===== config.mk =====
export PLATFORM = sky130hd
export DESIGN_NAME = tts_txrx_select
export DESIGN_NICKNAME = d
export VERILOG_FILES = /design/src/pkg/tts_pkg.sv /design/src/tts_sel_reg.sv /design/src/tts_txrx_select.sv
export SDC_FILE = /design/constraint.sdc
export NUM_CORES = 1
export LEC_CHECK = 0
export ABC_AREA = 0
export BUFFER_PORTS_ARGS = -buffer_cell sky130_fd_sc_hd__buf_2
export CORE_MARGIN = 3
export CORE_UTILIZATION = 47
export CTS_CLUSTER_DIAMETER = 40
export DETAILED_ROUTE_END_ITERATION = 8
export PLACE_DENSITY = 0.77
export SLEW_MARGIN = 20
export SYNTH_ARGS = -nofsm -noshare
export SYNTH_HDL_FRONTEND = slang
export SYNTH_SLANG_ARGS = --single-unit

===== constraint.sdc =====
create_clock -name mclk -period 3.6 [get_ports mclk]
set_clock_uncertainty 0.1 [all_clocks]
set_input_delay 0.9 -clock mclk [delete_from_list [all_inputs] [get_ports mclk]]
set_output_delay 0.9 -clock mclk [all_outputs]
set_load 0.02 [all_outputs]

===== src/pkg/tts_pkg.sv =====
// Constants and carrier types for the touch channel role select registers
package tts_pkg;
	localparam int unsigned TTS_ADDR_W = 20;
	localparam int unsigned TTS_DATA_W = 8;
	localparam int unsigned TTS_CHAN_N = 15;
	localparam logic [19:0] TTS_ADDR_SEL_LO = 20'hf038b;
	localparam logic [19:0] TTS_ADDR_SEL_HI = 20'hf038c;
	localparam logic [7:0] TTS_RST_SEL_LO = 8'h00;
	localparam logic [7:0] TTS_RST_SEL_HI = 8'h00;
	localparam logic [7:0] TTS_WMASK_LO = 8'hff;
	localparam logic [7:0] TTS_WMASK_HI = 8'h7f;
	localparam int unsigned TTS_HI_CHAN_BASE = 8;
	localparam int unsigned TTS_HI_CHAN_N = 7;
	localparam int unsigned TTS_HI_RSVD_BIT = 7;
	localparam logic [1:0] TTS_MODE_MUTUAL_FULL = 2'h3;
	localparam logic [7:0] TTS_BIT_ONE = 8'h01;

	typedef struct packed {
		logic wr;
		logic rd;
		logic bit_op;
		logic [2:0] bit_sel;
		logic [19:0] addr;
		logic [7:0] wdata;
	} tts_sfr_req_s;

	typedef struct packed {
		logic rd_valid;
		logic [7:0] rdata;
	} tts_sfr_rsp_s;
endpackage


===== src/tts_sel_reg.sv =====
// One 8-bit selection register with byte and single-bit write
`timescale 1ns/1ps
module tts_sel_reg import tts_pkg::*; #(
	parameter logic [7:0] WMASK = 8'hff,
	parameter logic [7:0] RST_VAL = 8'h00
) (
	// Clock and reset
	input wire logic mclk,
	input wire logic rstn,
	// Write strobes
	input wire logic wr_byte,
	input wire logic wr_bit,
	input wire logic [2:0] bit_sel,
	input wire logic [7:0] wdata,
	// Stored value
	output logic [7:0] q
);
	logic [7:0] val_ff;
	logic [7:0] nxt_val;
	logic [7:0] bit_mask;

	always_comb begin
		bit_mask = TTS_BIT_ONE << bit_sel;
		nxt_val = val_ff;
		if (wr_byte) begin
			nxt_val = wdata & WMASK;
		end else if (wr_bit) begin
			// Only the addressed bit moves; value taken from data bit 0
			nxt_val = (val_ff & ~bit_mask) |
				({8{wdata[0]}} & bit_mask & WMASK);
		end
	end

	always_ff @(posedge mclk or negedge rstn) begin
		if (!rstn) begin
			val_ff <= RST_VAL;
		end else begin
			val_ff <= nxt_val;
		end
	end

	assign q = val_ff;
endmodule


===== src/tts_txrx_select.sv =====
// Per-channel transmit/receive role selection for the touch sensing unit
//
// Overview of operation
// - Channel bit 1 drives its sense pin as transmitter, 0 as receiver.
// - Role selection applies only in mutual capacitance full scan mode.
// - Low select register bit n controls channel n, n 0 to 7.
// - High register bits 0 to 6 control channels 8 to 14 ascending.
// - Reset clears both registers, all channels default to receiver.
// - Byte and single-bit writes accepted; bit write changes only that bit.
// - Mutual full scan mode means the mode field equals binary 11.
`timescale 1ns/1ps
module tts_txrx_select import tts_pkg::*; (
	// Clock and reset
	input wire logic mclk,
	input wire logic rstn,
	// Special function register access
	input wire tts_sfr_req_s sfr_req,
	output logic sfr_hit,
	output tts_sfr_rsp_s sfr_rsp,
	// Unit control, same clock domain
	input wire logic [1:0] measure_mode_field,
	input wire logic measure_start_bit,
	// Sense pin roles, bit n is channel n, 1 = transmit
	output logic [14:0] pin_role_tx,
	output logic full_scan_active
);
	logic hit_lo;
	logic hit_hi;
	logic wr_lo_byte;
	logic wr_hi_byte;
	logic wr_lo_bit;
	logic wr_hi_bit;
	logic [7:0] lo_q;
	logic [7:0] hi_q;
	logic [7:0] wr_data;
	logic [6:0] wr_data_lo7;
	logic [7:0] bit_mask;
	logic [14:0] sel_all;
	logic full_mode;

	logic [14:0] role_ff;
	logic [14:0] nxt_role;
	logic full_ff;
	logic nxt_full;
	logic rd_valid_ff;
	logic nxt_rd_valid;
	logic [7:0] rdata_ff;
	logic [7:0] nxt_rdata;

	// Address decode
	assign hit_lo = (sfr_req.addr == TTS_ADDR_SEL_LO);
	assign hit_hi = (sfr_req.addr == TTS_ADDR_SEL_HI);
	assign sfr_hit = (hit_lo | hit_hi) & (sfr_req.wr | sfr_req.rd);
	assign wr_data = sfr_req.wdata;
	assign wr_data_lo7 = sfr_req.wdata[6:0];
	assign bit_mask = TTS_BIT_ONE << sfr_req.bit_sel;

	// No lockout while measuring: software owns that ordering
	assign wr_lo_byte = sfr_req.wr & hit_lo & ~sfr_req.bit_op;
	assign wr_lo_bit = sfr_req.wr & hit_lo & sfr_req.bit_op;
	assign wr_hi_byte = sfr_req.wr & hit_hi & ~sfr_req.bit_op;
	assign wr_hi_bit = sfr_req.wr & hit_hi & sfr_req.bit_op;

	tts_sel_reg #(
		.WMASK(TTS_WMASK_LO),
		.RST_VAL(TTS_RST_SEL_LO)
	) u_sel_lo (
		.mclk(mclk),
		.rstn(rstn),
		.wr_byte(wr_lo_byte),
		.wr_bit(wr_lo_bit),
		.bit_sel(sfr_req.bit_sel),
		.wdata(sfr_req.wdata),
		.q(lo_q)
	);

	// Bit 7 write mask keeps the reserved bit at zero even if misused
	tts_sel_reg #(
		.WMASK(TTS_WMASK_HI),
		.RST_VAL(TTS_RST_SEL_HI)
	) u_sel_hi (
		.mclk(mclk),
		.rstn(rstn),
		.wr_byte(wr_hi_byte),
		.wr_bit(wr_hi_bit),
		.bit_sel(sfr_req.bit_sel),
		.wdata(sfr_req.wdata),
		.q(hi_q)
	);

	assign full_mode = (measure_mode_field == TTS_MODE_MUTUAL_FULL);
	// Channels 0..7 from low register, 8..14 from high bits 0..6
	assign sel_all = {hi_q[TTS_HI_CHAN_N-1:0], lo_q};

	// Role outputs
	always_comb begin
		nxt_full = full_mode;
		nxt_role = '0;
		if (full_mode) begin
			nxt_role = sel_all;
		end
	end

	always_ff @(posedge mclk or negedge rstn) begin
		if (!rstn) begin
			role_ff <= '0;
			full_ff <= 1'b0;
		end else begin
			role_ff <= nxt_role;
			full_ff <= nxt_full;
		end
	end

	assign pin_role_tx = role_ff;
	assign full_scan_active = full_ff;

	// Read path, data one cycle after the read strobe
	always_comb begin
		nxt_rd_valid = sfr_req.rd & (hit_lo | hit_hi);
		nxt_rdata = rdata_ff;
		if (sfr_req.rd & hit_lo) begin
			nxt_rdata = lo_q;
		end else if (sfr_req.rd & hit_hi) begin
			nxt_rdata = {1'b0, hi_q[TTS_HI_CHAN_N-1:0]};
		end
	end

	always_ff @(posedge mclk or negedge rstn) begin
		if (!rstn) begin
			rd_valid_ff <= 1'b0;
			rdata_ff <= 8'h00;
		end else begin
			rd_valid_ff <= nxt_rd_valid;
			rdata_ff <= nxt_rdata;
		end
	end

	// One driver for the whole response struct
	assign sfr_rsp = '{rd_valid: rd_valid_ff, rdata: rdata_ff};
endmodule


# Word-level counts from Yosys, hierarchy flattened
# Cells that the tools add are included.
dict set report classes {
  n_eq_ne 3
  n_shift 1
  mux 7
  bitwise_logic 19
  reduce_logical 3
}
# cell n
set op_table {}
lappend op_table {{$mux 8} 6}
lappend op_table {{$eq 20x20->1 const B} 2}
lappend op_table {{$and 8x8->8} 3}
lappend op_table {{$mux 15} 1}
lappend op_table {{$and 1x1->1} 10}
lappend op_table {{$not 8->8} 1}
lappend op_table {{$or 8x7->8} 1}
lappend op_table {{$or 8x8->8} 1}
lappend op_table {{$shl 1x3->8 const A} 1}
lappend op_table {{$reduce_bool 2->1} 3}
lappend op_table {{$eq 2x2->1 const B} 1}
lappend op_table {{$or 1x1->1} 2}
lappend op_table {{$not 1->1} 1}
dict set report word_totals {
  reg_bits 41
  elab_cells 39
}

# Depth between registers and ports, before layout
# Gate-level depths: netlist (run 1).
dict set report depth {
  ltp_word 6
  ltp_mapped 5
  depth_no_buf 4
}

# Hierarchy
# From an unflattened synthesis (run 1), not the netlist that was laid out.
dict set report hier_totals {
  cells_unflattened 177
  area_unflattened_um2 2011.9
}
# mod n_inst cells_each area_each_um2 seq_area_each_um2
set modules_own_cells {}
lappend modules_own_cells {tts_txrx_select 1 99 1143.6 625.6}
lappend modules_own_cells {{tts_sel_reg (u_sel_lo)} 1 40 439.2 200.2}
lappend modules_own_cells {{tts_sel_reg (u_sel_hi)} 1 38 429.2 200.2}

# Least setup slack after synthesis (run 1)
# No wires, ideal clock.
dict set report synth_path {
  kind {input to output}
  start {input sfr_req[13] (netlist bit)}
  end {output sfr_hit}
  t_arrival_ps 2349
  slack_ps 251
  stages 5
  path_cell_list {or4b_4 > or3_4 > a21o_1 > buf_6 > nand3_1}
}
dict set report synth_between {
  elab_chain_cells 3
  word_cells_on_any_way 4
  classes_between {eq/ne: 2; bitwise: 2}
}
# item line
set synth_rtl {}
lappend synth_rtl {{from (decl)} tts_txrx_select.sv:17} ;# input wire tts_sfr_req_s sfr_req,
lappend synth_rtl {{$eq 20x20->1 (on tied branches)} {tts_txrx_select.sv:51, tts_txrx_select.sv:52}}
lappend synth_rtl {{$or 1x1->1 (*)} tts_txrx_select.sv:53} ;# assign sfr_hit = (hit_lo | hit_hi) & (sfr_req.wr | sfr_req.rd);
lappend synth_rtl {{$and 1x1->1 (*)} tts_txrx_select.sv:53}
lappend synth_rtl {{to (decl)} tts_txrx_select.sv:18} ;# output logic sfr_hit,
# Every way passes the cells marked *; elsewhere a longest branch is shown, timed or not.

# Worst setup path in the final report (run 1)
# Ends and elaborated chain as after synthesis.

==> impl_results.md, run 1 <==
- Drt first pass iters: 4
- TritonCTS buffer count: 5
- Worst Hold End: rdata_ff[0]
- Slowest stage cell on the critical path: sky130_fd_sc_hd__or4b_4
- Layout cell share with drive strength beyond 1: 39.9%
- Setup TNS: 0 ps
- Flops & latches, synth: 40
- Wire per inst: 14.4 um
- Depth of the CTS H-tree: 2
- Worst hold path startpoint: rdata_ff[0]
- CTS tree: yes
- Core region area: 3830 um2
- Maximum vdd ir drop: 226 uV
- Avg Synthesized Cell Area: 10.8 um2
- Num rows: 22
- Post-synth ARST share: 100%
- Detail Placement HPWL: 3140 um
- Critical path start-end classification: in2out
- Layout overhead on the synthesized area: 24.1%
- Violation count after the first detailed-route iteration: 81
- Initial antenna violation count: 0
- Number of warnings issued by yosys: 0
- Leftover overflow at the end of global routing: 0
- Number of standard cells after synthesis: 181
- Final cycle utilization of the critical path: 94.3%
- Post-route minimum period: 3390 ps
- Number of synthesized flops with an enable pin: 0
- Setup repair after global routing missed its margin: no
- Crit path launch type: input port
- Maximum number of pins on one net before global-route repair: 41
- Most used DFF post-synth: sky130_fd_sc_hd__dfrtp_1
- Count of input and output buffers: 63
- Cell area after synthesis: 1960 um2
- Fraction of post-synthesis cell area in the top cell type by area: 51.2%
- Cell chosen for the clock root: sky130_fd_sc_hd__clkbuf_8
- Endpoint of the worst register-to-register path: rdata_ff[3]
- Worst Hold Path Cells: 2
- Worst stage delay on the critical path: 550 ps
- Net count reported at finish: 286
- Aggregate global-route resource usage: 18.4%
- Critical path data required time: 2600 ps
- Initial core utilization: 51.1%
- Total setup violations reported at the end of the flow: 0
- Post-detailed-route DRC marker count: 0
- DR vias: 1606
- Number of inserted diodes: 0
- Total I/O pin count: 65
- Via count normalized by instance count: 5.43
- Worst-path cell chain: buf_2 > or4b_4 > or3_4 > a21o_1 > nand3_1 > buf_2
- Status: finished clean
- Die area: 4970 um2
- Post-layout util: 63.4%
- CP endpoint kind: output port
- Number of clock sinks seen by CTS: 40
- CTS Hold Buffers Added: 0
- Final number of max-transition violations: 0
- FMAX: 295 MHz
- Later-pin clock latency in the skew report: 290 ps
- Post-CTS Repair Setup Buffers: 0
- Worst-margin pin slew: 859 ps
- Final Hold Viols: 0
- Routability Congestion: 0.845
- Vias in the first global route: 1619
- Number of cells traversed by the worst register-to-register path: 2
- Register-to-Register Setup Slack: 2640 ps
- Max Cap Viol: 0
- Top cells by area, synth: sky130_fd_sc_hd__dfrtp_1 51%, sky130_fd_sc_hd__and3_1 4.8%, sky130_fd_sc_hd__a211oi_2 4.5%, sky130_fd_sc_hd__nor3_1 4.4%, sky130_fd_sc_hd__mux2_2 4.0%
- Vertical die dimension: 70.5 um
- Synthesized Nets: 220
- DIE WIDTH: 70.5 um
- Antenna viol nets, final: 0
- Reported leakage power: 0.00127 uW
- Most common cell type on the critical path: sky130_fd_sc_hd__buf_2
- Total of cells resized after clock tree synthesis: 0
- Final WL: 4250 um
- Min-delay worst type: reg2reg
- Library cells used by synthesis: 33
- Wire length of the first global-routing pass: 7290 um
- Cell taking the most area after synthesis: sky130_fd_sc_hd__dfrtp_1
- Worst-case headroom to the max-slew limit: 42.7%
- Crit path DAT: 2390 ps
- PD cells: 374 nW/um2
- Largest fanout on the critical path: 4
- Clock Path Buffers: 2
- CTS clk-pin slew, worst paths: 70 ps
- Share of synthesized area occupied by flip-flops and latches: 51.2%
-- cell usage in the layout (no fill, tap or decap), types with 2 or more instances in the layout --
cell type	Yosys	routed
sky130_fd_sc_hd__o21ai_0	11	11
sky130_fd_sc_hd__o31ai_1	9	9
sky130_fd_sc_hd__a211oi_2	7	7
sky130_fd_sc_hd__nor2_1	3	3
sky130_fd_sc_hd__clkbuf_8	2	7
sky130_fd_sc_hd__buf_4	1	6
sky130_fd_sc_hd__or3_4	2	2
sky130_fd_sc_hd__nor2b_1	7	7
sky130_fd_sc_hd__inv_1	13	13
sky130_fd_sc_hd__nor3_1	17	17
sky130_fd_sc_hd__or4b_4	2	2
sky130_fd_sc_hd__a21boi_0	4	4
sky130_fd_sc_hd__a31oi_1	4	4
sky130_fd_sc_hd__and3_1	15	15
sky130_fd_sc_hd__nand2_1	3	3
sky130_fd_sc_hd__mux2_2	7	7
sky130_fd_sc_hd__nand3_1	12	12
sky130_fd_sc_hd__dfrtp_1	40	40
sky130_fd_sc_hd__buf_2	0	63
sky130_fd_sc_hd__and2_1	3	3
-- critical path: cells and delay by family --
family / cells / cell delay [ps]
AOI/OAI and AO/OA: 1 / 200
buffers and inverters: 2 / 270
and+or+nand+nor: 3 / 1030
-- through the flow --
stage                     instances  setup WS [ps]  area, um2  total power (uW)  hold WS, ps
final                           296            206       2430               907          433
after global placement          288            213       2300               520          413
after floorplan                 181            251       1960               485          381
after detailed placement        288            204       2300               522          419
after global routing            296            147       2430               938          459
after CTS                       296            202       2430               915          436
-- worst max-delay path by stage --
| stage | start | to | slack [ps] | cells after the start |
|---|---|---|---|---|
| 5_1_grt | sfr_req[13] | sfr_hit | 150 | 6 |
| 6_report | sfr_req[13] | sfr_hit | 210 | 6 |
| 4_1_cts | sfr_req[13] | sfr_hit | 200 | 6 |
| 3_5_place_dp | sfr_req[13] | sfr_hit | 200 | 6 |
| 2_1_floorplan | sfr_req[13] | sfr_hit | 250 | 5 |
| 3_3_place_gp | sfr_req[13] | sfr_hit | 210 | 6 |
-- cell usage after synthesis, drive strengths merged, types with 2 or more instances --
library cell	count
o31ai	9
nand4b	2
buf	3
nand3	12
dfrtp	40
nor3	17
clkbuf	7
and3	15
nor2	3
a21boi	4
nand2	3
or3	2
nor2b	7
a31oi	4
o21ai	11
inv	13
and2	3
or4b	2
mux2	7
a211oi	7
-- layer usage --
layer / share of wire, % / track usage, % / routed length (um)
met5: 0 / 0 / 0
met4: 1.8 / 7.45 / 78
met3: 9.4 / 5.61 / 399
met2: 44 / 28.0 / 1880
met1: 44 / 24.6 / 1890
-- layout make-up --
cell class                      instances  area [um2]
Clock buffer                            7        96.3
Clock inverter                          1        30.0
Fill cell                             321        1400
Inverter                               13        48.8
Multi-Input combinational cell        118         830
Sequential cell                        40        1000
Tap cell                               48        60.1
Timing Repair Buffer                   69         360
-- cell families after synthesis --
| logic type | after synthesis | share of synthesized area [%] |
|---|---|---|
| buffers and inverters | 23 | 6.40 |
| AO/OA/AOI/OAI | 38 | 14.7 |
| flip-flops | 40 | 51.2 |
| multiplexers | 8 | 4.54 |
| AND/OR/NAND/NOR | 72 | 23.2 |
-- report_power, final --
| part | internal [uW] | leakage, uW | switching, uW |
|---|---|---|---|
| Clock | 244 | 0.0000645 | 149 |
| Combinational | 25.5 | 0.000694 | 36.8 |
| Sequential | 450 | 0.000515 | 0.246 |
| Total | 720 | 0.00127 | 186 |
Power figures use the tool's default switching activity.
==> inputs of run 2 (changes only) <==
ABC_CLOCK_PERIOD_IN_PS = 3600   (was unset)
CORE_ASPECT_RATIO = 1.25   (was unset)
==> run 2 against run 1 <==
Combinational power hardly changed; power down 4.1%; die area is essentially flat; cell count grew 2.0%; clock-buffer cell count fell by 2; fmax is 0.45% higher; final area down 0.31%; via count shrank 1.4%; flip-flop and latch count is the same; global-route usage decreased by 1.0 points; sequential share of layout area grew 0.13 points; critical endpoint unchanged.
==> impl_results.md, run 2 (synthesis results as in run 1) <==
- Number of inserted diodes: 0 (unchanged)
- Share of total power in the clock network: 41.1% (-2.3 points)
- Crit path DAT: 2380 ps (about the same)
- Initial antenna violation count: 0 (unchanged)
- Clock Path Buffers: 2 (unchanged)
- Layout overhead on the synthesized area: 23.7%
- Sequential cell fraction of total power: 51.8% (+2.1 points)
- Num rows: 25 (+14%)
- Via count normalized by instance count: 5.25 (-3.3%)
- CTS clk-pin slew, worst paths: 70 ps (about the same)
- Most common cell type on the critical path: sky130_fd_sc_hd__buf_2
- Initial core utilization: 50.4% (-0.69 points)
- Net count reported at finish: 286 (unchanged)
- Worst stage delay on the critical path: 540 ps (about the same)
- Violation count after the first detailed-route iteration: 64 (-21%)
- Die area: 4980 um2 (about the same)
- Cell-internal power: 681 uW (-5.5%)
- Count of input and output buffers: 63 (unchanged)
- Critical path start-end classification: in2out
- Reported leakage power: 0.00126 uW (-0.81%)
- Post-detailed-route DRC marker count: 0 (unchanged)
- Aggregate global-route resource usage: 17.4% (-1.0 points)
- Slowest stage cell on the critical path: sky130_fd_sc_hd__or4b_4
- Most frequent standard cell in the layout excluding fill and tap cells: sky130_fd_sc_hd__buf_2
- Combinational Power Share: 7.2% (+0.3 points)
- Leftover overflow at the end of global routing: 0 (unchanged)
- Status: finished clean
- Power spent charging and discharging nets: 189 uW (+1.5%)
- Setup TNS: 0 ps (unchanged)
- Antenna viol nets, final: 0 (unchanged)
- Total of cells resized after clock tree synthesis: 0 (unchanged)
- DIE WIDTH: 63.7 um (-9.7%)
- Number of fillers in the final layout: 344 (+7.2%)
- Wire length of the first global-routing pass: 6800 um (-6.8%)
- Register area: 1000 um2 (unchanged)
- CP endpoint kind: output port
- Cell chosen for the clock root: sky130_fd_sc_hd__clkbuf_8
- Layout cell share with drive strength beyond 1: 39.9% (unchanged)
- Total setup violations reported at the end of the flow: 0 (unchanged)
- Setup repair after global routing missed its margin: no
- FMAX: 296 MHz (+0.45%)
- Minimum setup slack in the final design: 221 ps (+15.2 ps)
- Post-placement setup slack: 222 ps (+18.5 ps)
- DR vias: 1584 (-1.4%)
- Most frequent cells in the layout: 63 x sky130_fd_sc_hd__buf_2, 40 x sky130_fd_sc_hd__dfrtp_1, 17 x sky130_fd_sc_hd__nor3_1, 15 x sky130_fd_sc_hd__and3_1, 13 x sky130_fd_sc_hd__inv_1
- CTS tree: yes
- Crit path launch type: input port
- Vias in the first global route: 1550 (-4.3%)
- Detail Placement HPWL: 3050 um (-2.7%)
- Post-layout util: 62.4% (-1.1 points)
- Crit-path leading delay family: simple AND/OR/NAND/NOR gates
- Vertical die dimension: 78.1 um (+11%)
- Critical path data required time: 2600 ps (about the same)
- PD cells: 360 nW/um2 (-3.8%)
- Total I/O pin count: 65 (unchanged)
- TritonCTS buffer count: 5 (unchanged)
- Later-pin clock latency in the skew report: 280 ps (about the same)
- Wire per inst: 13.1 um (-9.0%)
- Min-delay worst type: reg2reg
- Drt first pass iters: 5 (+1)
- Final WL: 3950 um (-7.1%)
- Worst-case headroom to the max-slew limit: 43.9% (+1.2 points)
- Depth of the CTS H-tree: 2 (unchanged)
- Worst-path cell chain: buf_2 > or4b_4 > or3_4 > a21o_1 > nand3_1 > buf_2
- Final number of max-transition violations: 0 (unchanged)
- Number of clock sinks seen by CTS: 40 (unchanged)
- Final cycle utilization of the critical path: 93.9% (-0.42 points)
- Maximum vdd ir drop: 166 uV (-26%)
- Multi-input combinational cell area: 830 um2 (unchanged)
- Switching power as a share of total power: 21.7% (+1.2 points)
- Final Hold Viols: 0 (unchanged)
- Maximum number of pins on one net before global-route repair: 41 (unchanged)
- Post-route minimum period: 3380 ps (-15.2 ps)
- Routability Congestion: 0.861 (+1.9%)
- CP Buf/Inv Count: 2 (unchanged)
- Post-CTS Repair Setup Buffers: 0 (unchanged)
- Core region area: 3880 um2 (+1.4%)
- CTS Hold Buffers Added: 0 (unchanged)
- Worst-margin pin slew: 841 ps (-18.1 ps)
- Largest fanout on the critical path: 4 (unchanged)
- Max Cap Viol: 0 (unchanged)
run 2: changes by cell type in the layout (fill, tap and decap cells not counted):
cell                         change
sky130_fd_sc_hd__clkinv_2        +1
sky130_fd_sc_hd__clkinvlp_4      +1
sky130_fd_sc_hd__clkbuf_8        -2
run 2: layout make-up:
class / count / area share [%]
sequential: 40 / 41.4
multi-input combinational: 118 / 34.3
timing repair buffer: 69 / 14.9
clock buffer: 5 / 2.85
tap: 54 / 2.79
inverter: 13 / 2.02
clock inverter: 3 / 1.76
run 2: power by group through the flow:
stage                     Clock [uW]  Sequential (uW)  Combinational (uW)
after floorplan                    0              461                23.7
after global placement             0              459                61.3
after detailed placement           0              459                63.0
after CTS                        370              450                63.2
after global routing             385              450                71.4
final                            357              450                62.3
run 2: routing by layer:
metal  up-vias  routed length (um)  share of wire, %  track usage, %
li1        791                   -                 -               -
met1       731                1680                43            21.2
met2        56                1980                50            29.3
met3         6                 220               5.6            3.58
met4         0                  68               1.7            8.42
met5         -                   0                 0               0
run 2: path summary, 6_finish.rpt:
| path | startpoint | endpoint | slack [ps] | cells past startpoint |
|---|---|---|---|---|
| max | sfr_req[13] | sfr_hit | 220 | 6 |
| min | rdata_ff[1] | rdata_ff[1] | 430 | 2 |
| max reg2reg | flop | rdata_ff[0] | 2680 | 2 |
| min reg2reg | rdata_ff[1] | rdata_ff[1] | 430 | 2 |
| max in group asynchronous | rstn | pin_role_tx[10] | 2260 | 1 |
| min in group asynchronous | rstn | full_scan_active | 600 | 1 |
run 2: metrics by stage:
stage	area, um2	total power [uW]	cells	hold WS [ps]
4_1_cts	2420	883	302	434
2_1_floorplan	1960	485	181	381
5_1_grt	2420	906	302	463
6_report	2420	870	302	429
3_3_place_gp	2310	520	294	414
3_5_place_dp	2310	522	294	416
run 2: worst register-to-register path, stage by stage, from the launching register on:
cell and delay, ps:
sky130_fd_sc_hd__dfrtp_1 410, sky130_fd_sc_hd__nor3_1 230, sky130_fd_sc_hd__a211oi_2 60
